==> src/inc/afrs_pkg.sv <==
// shared constants and types of the fast-rate converter sequencer host
package afrs_pkg;

  localparam int CLK_PS = 5000;

  // wishbone register byte offsets
  localparam logic [3:0] ADDR_CTRL = 4'h0;
  localparam logic [3:0] ADDR_STATUS = 4'h4;
  localparam logic [3:0] ADDR_PINS = 4'h8;

  // ctrl register fields
  localparam int CTRL_EN = 0;
  localparam int CTRL_MODE_LO = 1;
  localparam int CTRL_MANUAL = 3;
  localparam int CTRL_INPUTS_LO = 4;
  localparam int CTRL_CONVERSIONS_PER_IRQ_LO = 6;
  localparam int CTRL_GO = 10;

  // rate modes
  localparam logic [1:0] MODE_1M = 2'h0;
  localparam logic [1:0] MODE_750K = 2'h1;
  localparam logic [1:0] MODE_600K = 2'h2;

  // input count codes
  localparam logic [1:0] INPUTS_ONE = 2'h0;
  localparam logic [1:0] INPUTS_TWO = 2'h1;

  // device field encodings
  localparam logic [2:0] TRIG_MANUAL = 3'h0;
  localparam logic [2:0] TRIG_AUTO = 3'h7;
  localparam logic [1:0] HOLD_ONE = 2'h0;
  localparam logic [1:0] HOLD_TWO = 2'h1;
  localparam logic [1:0] HOLD_FOUR = 2'h2;
  localparam logic [4:0] AUTO_SAMPLE_TADS = 5'h02;
  localparam logic [3:0] CONVERSIONS_PER_IRQ_MIN_MULTI = 4'h1;
  localparam int CONV_TADS = 12;
  localparam int ABORT_WAIT_TADS = 2;
  localparam int DIV_MAX = 63;

  // conversion clock periods in ps
  localparam int TAD_1M_PS = 83330;
  localparam int TAD_750K_PS = 95240;
  localparam int TAD_600K_PS = 138890;

  localparam int TAD_1M_CYC = (TAD_1M_PS + CLK_PS - 1) / CLK_PS;
  localparam int TAD_750K_CYC = (TAD_750K_PS + CLK_PS - 1) / CLK_PS;
  localparam int TAD_600K_CYC = (TAD_600K_PS + CLK_PS - 1) / CLK_PS;

  // least divider value whose period is not below the target
  function automatic int div_for(input int tad_ps, input int tcy_ps);
    div_for = (2 * tad_ps + tcy_ps - 1) / tcy_ps - 1;
  endfunction : div_for

  typedef enum logic [4:0] {
    ST_OFF = 5'h01,
    ST_WARM = 5'h02,
    ST_RUN = 5'h04,
    ST_MSAMP = 5'h08,
    ST_MCONV = 5'h10
  } afrs_state_t;

  typedef struct packed {
    logic converter_on;
    logic [2:0] trigger_source_sel;
    logic auto_sample_enable;
    logic simultaneous_sample_sel;
    logic [1:0] hold_channel_count;
    logic [3:0] conversions_per_irq;
    logic [5:0] conv_clock_divider;
    logic [4:0] auto_sample_time;
    logic sample_control;
    logic [15:0] input_channel_select_reg;
  } afrs_dev_cfg_t;

  typedef struct packed {
    logic [3:0] adr;
    logic [31:0] dat;
    logic [3:0] sel;
    logic we;
    logic cyc;
    logic stb;
  } afrs_wb_req_t;

endpackage : afrs_pkg

==> src/verilog/afrs_host.sv <==
// host controller that configures and sequences the fast-rate converter
//
// Our own choices: the register offsets and the Wishbone slave port.
`timescale 1ns/100ps
`default_nettype none
// Notes on behaviour
// - one input at top rate: two hold channels both routed to that pin
// - multi-input high-rate work uses sequential sampling, simultaneous select cleared
// - trigger source 111 selects auto-convert; high rates need it (the host sets 000 instead, in any rate mode, when the ctrl manual bit is set)
// - two or more hold channels need conversions per interrupt of at least 0001
// - 1 Msps needs an 83.33 ns conversion clock
// - 750 ksps with one hold channel needs a 95.24 ns conversion clock
// - 600 ksps with two or more hold channels needs 138.89 ns
// - every sampled pin routed to at least two hold channels in two-channel modes
// - at least one conversion clock of sampling between conversions
// - externally triggered conversions spaced to meet the least sampling time
// - after a channel change a full sampling period precedes conversion
// - after switching on, wait for the circuitry to settle before sampling
// - auto sample time never below one conversion clock
module afrs_host #(
  parameter int TCY_PS = 33333,
  parameter int SETTLE_CYCLES = 4000,
  parameter int MAN_SAMPLE_TADS = 2
) (
  input wire logic clk_i,
  input wire logic rst_i,
  input wire afrs_pkg::afrs_wb_req_t wb_req_i,
  output logic [31:0] wb_dat_o,
  output logic wb_ack_o,
  output afrs_pkg::afrs_dev_cfg_t dev_o
);

  localparam int DIV_1M = afrs_pkg::div_for(afrs_pkg::TAD_1M_PS, TCY_PS);
  localparam int DIV_750K = afrs_pkg::div_for(afrs_pkg::TAD_750K_PS, TCY_PS);
  localparam int DIV_600K = afrs_pkg::div_for(afrs_pkg::TAD_600K_PS, TCY_PS);

  if (DIV_600K > afrs_pkg::DIV_MAX || DIV_1M < 0 || SETTLE_CYCLES < 1 || SETTLE_CYCLES > 65535 ||
      MAN_SAMPLE_TADS < 1 || MAN_SAMPLE_TADS > 8) begin : g_bad_param
    $error("afrs_host: parameters outside what the sequencer can serve");
  end

  afrs_pkg::afrs_state_t state, next_state;
  afrs_pkg::afrs_dev_cfg_t cfg, next_cfg;
  logic [15:0] cnt, next_cnt;
  logic [7:0] tad_cyc, next_tad_cyc;
  logic [10:0] ctrl, next_ctrl;
  logic [15:0] pins, next_pins;
  logic go_pend, next_go_pend;
  logic conversions_per_irq_clamped, next_conversions_per_irq_clamped;
  logic [7:0] man_done, next_man_done;
  logic [31:0] dat_q, next_dat_q;
  logic ack_q, next_ack_q;

  logic bus_hit;
  logic wr_ctrl;
  logic [1:0] mode;
  logic [1:0] inputs;
  logic [3:0] conversions_per_irq_req;

  assign bus_hit = wb_req_i.cyc && wb_req_i.stb && !ack_q;
  assign wr_ctrl = bus_hit && wb_req_i.we && wb_req_i.adr == afrs_pkg::ADDR_CTRL;
  assign mode = ctrl[afrs_pkg::CTRL_MODE_LO +: 2];
  assign inputs = ctrl[afrs_pkg::CTRL_INPUTS_LO +: 2];
  assign conversions_per_irq_req = ctrl[afrs_pkg::CTRL_CONVERSIONS_PER_IRQ_LO +: 4];

  // wishbone slave: ack one cycle after the strobe, dropped the cycle after
  always_comb begin
    next_ack_q = bus_hit;
    next_dat_q = 32'h0000_0000;
    next_ctrl = ctrl;
    next_pins = pins;
    next_go_pend = go_pend;
    if (bus_hit && !wb_req_i.we) begin
      case (wb_req_i.adr)
        afrs_pkg::ADDR_CTRL: next_dat_q = {21'h000000, ctrl};
        afrs_pkg::ADDR_PINS: next_dat_q = {16'h0000, pins};
        afrs_pkg::ADDR_STATUS: next_dat_q = {16'h0000, man_done, conversions_per_irq_clamped, state, cfg.converter_on,
                                             state == afrs_pkg::ST_RUN};
        default: next_dat_q = 32'h0000_0000;
      endcase
    end
    if (wr_ctrl) begin
      if (wb_req_i.sel[0]) begin
        next_ctrl[7:0] = wb_req_i.dat[7:0];
      end
      if (wb_req_i.sel[1]) begin
        next_ctrl[9:8] = wb_req_i.dat[9:8];
        if (wb_req_i.dat[afrs_pkg::CTRL_GO]) begin
          next_go_pend = 1'b1;
        end
      end
    end
    if (bus_hit && wb_req_i.we && wb_req_i.adr == afrs_pkg::ADDR_PINS) begin
      if (wb_req_i.sel[0]) begin
        next_pins[7:0] = wb_req_i.dat[7:0];
      end
      if (wb_req_i.sel[1]) begin
        next_pins[15:8] = wb_req_i.dat[15:8];
      end
    end
    // a manual start is consumed only when taken by the sequencer
    if (state == afrs_pkg::ST_RUN && cfg.trigger_source_sel == afrs_pkg::TRIG_MANUAL && go_pend) begin
      next_go_pend = 1'b0;
    end
    next_ctrl[afrs_pkg::CTRL_GO] = 1'b0;
  end

  // sequencer
  always_comb begin
    next_state = state;
    next_cfg = cfg;
    next_cnt = cnt;
    next_tad_cyc = tad_cyc;
    next_conversions_per_irq_clamped = conversions_per_irq_clamped;
    next_man_done = man_done;
    if (cnt != 16'h0000) begin
      next_cnt = cnt - 16'h0001;
    end
    case (state)
      afrs_pkg::ST_OFF: begin
        // rate, routing and trigger fields are only reprogrammed while the converter is off
        next_cfg.converter_on = 1'b0;
        next_cfg.auto_sample_enable = 1'b0;
        next_cfg.sample_control = 1'b0;
        next_cfg.simultaneous_sample_sel = 1'b0;
        next_cfg.auto_sample_time = afrs_pkg::AUTO_SAMPLE_TADS;
        next_cfg.trigger_source_sel = ctrl[afrs_pkg::CTRL_MANUAL] ? afrs_pkg::TRIG_MANUAL
                                                                 : afrs_pkg::TRIG_AUTO;
        case (mode)
          afrs_pkg::MODE_1M: begin
            next_cfg.conv_clock_divider = 6'(DIV_1M);
            next_tad_cyc = 8'(afrs_pkg::TAD_1M_CYC);
          end
          afrs_pkg::MODE_750K: begin
            next_cfg.conv_clock_divider = 6'(DIV_750K);
            next_tad_cyc = 8'(afrs_pkg::TAD_750K_CYC);
          end
          default: begin
            next_cfg.conv_clock_divider = 6'(DIV_600K);
            next_tad_cyc = 8'(afrs_pkg::TAD_600K_CYC);
          end
        endcase
        if (mode == afrs_pkg::MODE_750K) begin
          next_cfg.hold_channel_count = afrs_pkg::HOLD_ONE;
          next_cfg.input_channel_select_reg = {4{pins[3:0]}};
          next_cfg.conversions_per_irq = conversions_per_irq_req;
          next_conversions_per_irq_clamped = 1'b0;
        end else begin
          if (inputs == afrs_pkg::INPUTS_ONE) begin
            next_cfg.hold_channel_count = afrs_pkg::HOLD_TWO;
            next_cfg.input_channel_select_reg = {4{pins[3:0]}};
          end else if (inputs == afrs_pkg::INPUTS_TWO) begin
            next_cfg.hold_channel_count = afrs_pkg::HOLD_FOUR;
            next_cfg.input_channel_select_reg = {{2{pins[7:4]}}, {2{pins[3:0]}}};
          end else begin
            next_cfg.hold_channel_count = afrs_pkg::HOLD_FOUR;
            next_cfg.input_channel_select_reg = pins;
          end
          // two or more hold channels need a conversions per interrupt value of at least 0001
          next_cfg.conversions_per_irq = (conversions_per_irq_req < afrs_pkg::CONVERSIONS_PER_IRQ_MIN_MULTI) ? afrs_pkg::CONVERSIONS_PER_IRQ_MIN_MULTI
                                                                               : conversions_per_irq_req;
          next_conversions_per_irq_clamped = conversions_per_irq_req < afrs_pkg::CONVERSIONS_PER_IRQ_MIN_MULTI;
        end
        // cnt still counts the post-abort gap; no restart before it ends
        if (ctrl[afrs_pkg::CTRL_EN] && cnt == 16'h0000) begin
          next_state = afrs_pkg::ST_WARM;
          next_cfg.converter_on = 1'b1;
          next_cnt = 16'(SETTLE_CYCLES);
        end
      end
      afrs_pkg::ST_WARM: begin
        // sampling only starts once the analog front end has settled
        if (cnt == 16'h0000) begin
          next_state = afrs_pkg::ST_RUN;
          // follow the trigger latched while off; a live ctrl edit must not mix the two modes
          next_cfg.auto_sample_enable = cfg.trigger_source_sel == afrs_pkg::TRIG_AUTO;
        end
      end
      afrs_pkg::ST_RUN: begin
        if (cfg.trigger_source_sel == afrs_pkg::TRIG_MANUAL && go_pend) begin
          next_state = afrs_pkg::ST_MSAMP;
          next_cfg.sample_control = 1'b1;
          // full sampling period even right after a channel change
          next_cnt = 16'(MAN_SAMPLE_TADS) * {8'h00, tad_cyc};
        end
      end
      afrs_pkg::ST_MSAMP: begin
        if (cnt == 16'h0000) begin
          next_state = afrs_pkg::ST_MCONV;
          next_cfg.sample_control = 1'b0;
          next_cnt = 16'(afrs_pkg::CONV_TADS) * {8'h00, tad_cyc};
        end
      end
      afrs_pkg::ST_MCONV: begin
        if (cnt == 16'h0000) begin
          next_state = afrs_pkg::ST_RUN;
          next_man_done = man_done + 8'h01;
        end
      end
      default: begin
        next_state = afrs_pkg::ST_OFF;
      end
    endcase
    // switching off aborts any sequence; hold off the gap before a restart
    if (!ctrl[afrs_pkg::CTRL_EN] && state != afrs_pkg::ST_OFF) begin
      next_state = afrs_pkg::ST_OFF;
      next_cfg.converter_on = 1'b0;
      next_cfg.auto_sample_enable = 1'b0;
      next_cfg.sample_control = 1'b0;
      next_cnt = 16'(afrs_pkg::ABORT_WAIT_TADS) * {8'h00, tad_cyc};
    end
  end

  always_ff @(posedge clk_i) begin
    if (rst_i) begin
      state <= afrs_pkg::ST_OFF;
      cfg <= '0;
      cnt <= 16'h0000;
      tad_cyc <= 8'h00;
      ctrl <= 11'h000;
      pins <= 16'h0000;
      go_pend <= 1'b0;
      conversions_per_irq_clamped <= 1'b0;
      man_done <= 8'h00;
      dat_q <= 32'h0000_0000;
      ack_q <= 1'b0;
    end else begin
      state <= next_state;
      cfg <= next_cfg;
      cnt <= next_cnt;
      tad_cyc <= next_tad_cyc;
      ctrl <= next_ctrl;
      pins <= next_pins;
      go_pend <= next_go_pend;
      conversions_per_irq_clamped <= next_conversions_per_irq_clamped;
      man_done <= next_man_done;
      dat_q <= next_dat_q;
      ack_q <= next_ack_q;
    end
  end

  assign wb_dat_o = dat_q;
  assign wb_ack_o = ack_q;
  assign dev_o = cfg;

endmodule : afrs_host
`default_nettype wire

==> config.mk <==
export PLATFORM = sky130hd
export DESIGN_NAME = afrs_host
export DESIGN_NICKNAME = d
export VERILOG_FILES = /design/src/inc/afrs_pkg.sv /design/src/verilog/afrs_host.sv
export SDC_FILE = /design/constraint.sdc
export NUM_CORES = 1
export LEC_CHECK = 0
export BUFFER_PORTS_ARGS = -buffer_cell sky130_fd_sc_hd__buf_4
export CAP_MARGIN = 0
export CORE_MARGIN = 2
export CORE_UTILIZATION = 45
export DETAILED_ROUTE_END_ITERATION = 7
export GPL_ROUTABILITY_DRIVEN = 0
export MAX_ROUTING_LAYER = met4
export PLACE_DENSITY = 0.69
export REMOVE_ABC_BUFFERS = 1
export SETUP_SLACK_MARGIN = 0.3
export SYNTH_ARGS = -nofsm -noshare
export SYNTH_HDL_FRONTEND = slang
export SYNTH_SLANG_ARGS = --single-unit
==> constraint.sdc <==
create_clock -name clk_i -period 5.4 [get_ports clk_i]
set_input_delay 0.54 -clock clk_i [delete_from_list [all_inputs] [get_ports clk_i]]
set_output_delay 0.54 -clock clk_i [all_outputs]
set_load 0.01 [all_outputs]
Word level (Yosys, flattened, before mapping)
Index checks and enable logic that the tools add are counted.
{ "totals": {"ff_bits": 134, "in_bits": 45, "word_cells": 107} }
{ "classes": {"bitwise_logic": 1, "mux": 28, "magnitude_cmp": 1, "mul": 1, "add_sub_neg": 2, "eq_ne": 16, "reduce_logical": 35} }
{ "ops": {"columns": ["op", "count"], "rows": [
  ["$mux W16", 7],
  ["$pmux W16 S3", 2],
  ["$mux W5", 4],
  ["$pmux W5 S4", 1],
  ["$logic_not A16 Y1", 1],
  ["$pmux W4 S2", 2],
  ["$reduce_bool A16 Y1", 1],
  ["$sub A16 B1 Y16 const B", 1],
  ["$reduce_and A2 Y1", 6],
  ["$logic_and A1 B1 Y1", 11],
  ["$mul A2 B8 Y10 const A", 1],
  ["$mux W9", 1],
  ["$add A8 B1 Y8 const B", 1],
  ["$reduce_or A2 Y1", 4],
  ["$mux W6", 1],
  ["$ne A2 B2 Y1 const B", 3],
  ["$reduce_and A3 Y1", 2],
  ["$eq A5 B1 Y1 const B", 1],
  ["$eq A5 B2 Y1 const B", 1],
  ["$eq A5 B3 Y1 const B", 1],
  ["$eq A5 B4 Y1 const B", 1],
  ["$eq A5 B5 Y1 const B", 1],
  ["$mux W1", 5],
  ["$ne A5 B1 Y1 const B", 1],
  ["other kinds (19)", 24]
]} }

Logic depth before layout (Yosys ltp)
{ "depth": {"ltp_word": 5, "ltp_mapped": 9, "ltp_nobuf": 8} }

Worst setup path before layout
OpenSTA, ideal clock, no wires.
{ "synth_timing": {"path_kind": "register to register", "from": "reg cnt[7]", "to": "reg man_done[1]", "arrival_ns": 1.861, "path_buffers": 0, "required_time_ns": 5.272, "path_stages_with_launch": 6, "setup_time_ns": 0.128, "slack_ns": 3.411, "period_less_slack_ns": 1.989, "cell_sequence": "dfxtp_1 -> or4_4 -> or4_4 -> nor3_4 -> mux2i_1 -> nor2_1"} }
{ "synth_via": {"elab_chain_len": 2} }
{ "synth_rtl": {"columns": ["item", "line_no", "rtl"], "rows": [
  ["start, declared", "afrs_host.sv:44", "logic [15:0] cnt, next_cnt;"],
  ["start signal, assigned", "afrs_host.sv:230", "cnt <= next_cnt;"],
  ["$logic_not A16 Y1", "afrs_host.sv:195", "if (cnt == 16'h0000) begin"],
  ["$reduce_and A2 Y1 (no line)", null, null],
  ["end signal, assigned", "afrs_host.sv:236", "man_done <= next_man_done;"],
  ["end, declared", "afrs_host.sv:50", "logic [7:0] man_done, next_man_done;"]
]} }
Every way passes these cells.
A chain may end at the register's enable or synchronous reset.

Final worst setup path
{ "layout_timing": {"from": "reg state[2]", "to": "reg cnt[6]"} }
{ "layout_via": {"elab_chain_len": 3} }
{ "layout_rtl": {"columns": ["item", "line_no", "rtl"], "rows": [
  ["start, declared", "afrs_host.sv:42", "afrs_pkg::afrs_state_t state, next_state;"],
  ["start signal, assigned", "afrs_host.sv:216", "state <= afrs_pkg::ST_OFF;"],
  ["start signal, assigned", "afrs_host.sv:228", "state <= next_state;"],
  ["$eq A5 B4 Y1, or another cell as far along", "afrs_host.sv:119", "case (state)"],
  ["$pmux W16 S3 / $logic_and A1 B1 Y1 (equally long branches)", "afrs_host.sv:119, afrs_host.sv:205", null],
  ["$mux W9 (*)", "afrs_host.sv:205", "if (!ctrl[afrs_pkg::CTRL_EN] && state != afrs_pkg::ST_OFF) begin"]
]} }
Every way passes the cells marked *; elsewhere a longest branch is shown, timed or not.

==> results.md <==
- Fmax: 369 MHz
- Final Max Tran Viols: 0
- Core Rows: 38
- Area Overhead vs Synth: 15.4%
- GRT Util Overall: 21.8%
- Clock Sinks: 106
- Post-synth top flop: dfxtp_1
- CTS tree: built
- Pwr dens: approximately 320 nW/µm²
- Reg power frac: a little under half
- Status: complete, no violations
- I/O pins: about 120
- Final setup TNS: 0 ps
- Count of mapped cells out of synthesis: 565
- Hpwl dp: roughly 8.6 mm
- Maxcap violations: 0
- CP required: about 5700 ps
- Logic pwr share: 22.8%
- CP Class: flop to flop
- Cell Int Power: 1300 µW
- Critical path fanouts, max: 26
- Starting Density: around 46%
- CTS root buffer: clkbuf_8
- Vias/cell: 5.53
- Number of synthesized flops with an enable pin: 0
- Post-synthesis register bit count: between 100 and 150
- N_diodes: 0
- Post-synthesis cell type count: 66
- Iter 0 DRT Violations: 304
- Final nets: ~670
- Clock Path Buffers: 2
- Post-route DRC: 0
- Critical Path AT: 3010 ps
- Count leader, synth: dfxtp_1
- Layout filler cell count: around 1000
- Largest net degree at the start of global routing: roughly 60
- Synth warn: 0
- Sw Ratio: between 30% and 40%
- Share of async-settable or async-resettable flops after synthesis: 0%
- First drt pass iteration count: 8
- Core area: roughly 11000 µm²
- H-Tree Depth: 3
- List of most frequent post-synthesis cells: 106 x dfxtp_1, 79 x nor2_1, 42 x nand2_1
- Later-pin clock latency in the skew report: approximately 370 ps
- Port bufs: 75
- Setup-failing EPs final: 0
- Post-CTS setup buffer count: 0
- Hold WC Path Type: input port to flop
- Crit start category: flop
- Slew margin rel.: between 30 and 40%
- Clock network power share: 30.6%
- Placed Cells: 749
- Fin crit period: between 2000 and 3000 ps
- Peak supply drop: approximately 150 µV
- Slew @ Worst Pin: about 960 ps
- Total wire length: 12.2 mm
- Leak pwr: ~0.0024 µW
- Mapped Area: 4950 µm²
- DIE WIDTH: 109 µm
- Final hold vios: 0
- Register area share after synthesis: between 40% and 50%
- Worst-path clk slew: about 90 ps
- Sw Pwr: 557 µW
- PostCTS Resize Cnt: 0
- First-pass GRT wire length: between 15 and 20 mm
- CTS Buf Count: 9
- Antenna violations before repair: 0
- Die H: ~110 µm
- RSZ-0062 raised after global routing: false
- Drt wl/cell: between 15 and 20 µm
- Syn_area_per_cell: a little under 9 µm²
- Hold_buf cts: 0
- Ranking of synthesized cells by area: dfxtp_1 43%, mux2i_1 6.1%, nor2_1 6.0%, buf_4 4.4%, a21oi_1 4.0%
- Full die area: 11900 µm²
- Layout cell share with drive strength beyond 1: 18.9%
- Tcrit/Tclk final: approximately 50%
- Clock Skews: a little over 10 ps
- Synth area leader: dfxtp_1
- Share of the synthesized area in the top cell type: a little over two fifths
- CP endpoint kind: flop
- Routed vias: 4232
- Vias in the first global route: a little under 4000
- GRT overflow: 0
- Final Non-Filler Cells: 765
- Final ANT Viol Nets: 0
[sequential cells by signal, summed over array words and instances (netlist names)]
signal and count:
wb_dat_o 16, cnt 16, dev_o 29, wb_ack_o 1
ctrl 10, tad_cyc 3, conversions_per_irq_clamped 1, go_pend 1
pins 16, man_done 8, state 5
[per-layer routing]
metal,GRT usage (%),up-vias,share of wire (%)
met3,3.47,14,4.6
met5,-,-,0
met4,6.04,0,1.1
li1,-,2079,-
met1,28.9,2013,46
met2,34.6,126,48
[cell families (layout without fill, tap and decap cells)]
family / after synthesis / count (layout) / synth area share, %
adders and majority gates: 7 / 7 / 1.92
other: 1 / 24 / 0.0757
DFF: 106 / 106 / 42.9
xor gates and xnor gates: 15 / 15 / 2.65
AOI/OAI and AO/OA: 128 / 128 / 16.5
muxes: 39 / 39 / 8.11
buffers and inverters: 68 / 105 / 7.45
and+or+nand+nor: 201 / 201 / 20.4
[final timing paths]
check             slack (ps)  depth (start not counted)       end          from
setup / recovery        2690                          5    cnt[6]      state[2]
hold / removal           400                          3  pins[11]  wb_req_i[18]
setup reg to reg        2690                          5    cnt[6]      state[2]
hold reg to reg          460                          2  dev_o[0]      dev_o[0]
[area by class of cell]
cell class	count	area [µm²]	share of cell area, %
inverter	11	41.3	0.722
timing repair buffer	78	586	10.2
tap	140	175	3.06
clock inverter	3	68.8	1.20
multi-input combinational	414	2550	44.7
sequential	106	2120	37.1
clock buffer	13	169	2.96
[worst max-delay path, cell delays in order, from the launching register on]
cell and delay [ps]:
dfxtp_1 440, nor4_2 460, nand2_1 660, a21oi_1 620, o21ai_1 260, o21ai_0 200
[per-stage QoR]
| stage | utilization, % | worst slack (ps) | instance area (µm²) | hold WS [ps] | power, µW |
|---|---|---|---|---|---|
| after global routing | 53.0 | 2450 | 5720 | 392 | 1960 |
| after floorplan | - | 3050 | 4710 | 427 | 1190 |
| after detailed placement | 50.8 | 2720 | 5480 | 450 | 1300 |
| final | 53.0 | 2690 | 5720 | 399 | 1860 |
| after CTS | 53.0 | 2700 | 5720 | 385 | 1860 |
| after global placement | 50.8 | 2740 | 5480 | 448 | 1290 |
[power groups by stage]
stage	logic, µW	clock network, µW	registers [µW]
floorplan	319	0	872
global placement	411	0	878
detailed placement	420	0	880
CTS	422	578	863
global route	475	610	871
finish	424	568	864
[layout by cell type (no fill, tap or decap), types with 6 or more instances in the layout]
cell type | Yosys | layout
clkbuf_8 | 0 | 12
buf_4 | 29 | 78
inv_1 | 10 | 10
nor2_1 | 79 | 79
conb_1 | 1 | 24
a22oi_1 | 16 | 16
dfxtp_1 | 106 | 106
a21oi_1 | 40 | 40
xor2_1 | 6 | 6
ha_1 | 6 | 6
nor3_1 | 15 | 15
nand3_1 | 11 | 11
xnor2_1 | 9 | 9
mux2i_1 | 30 | 30
nand2_1 | 42 | 42
o21ai_0 | 25 | 25
a211oi_1 | 6 | 6
mux2_2 | 9 | 9
Power figures use the tool's default switching activity.
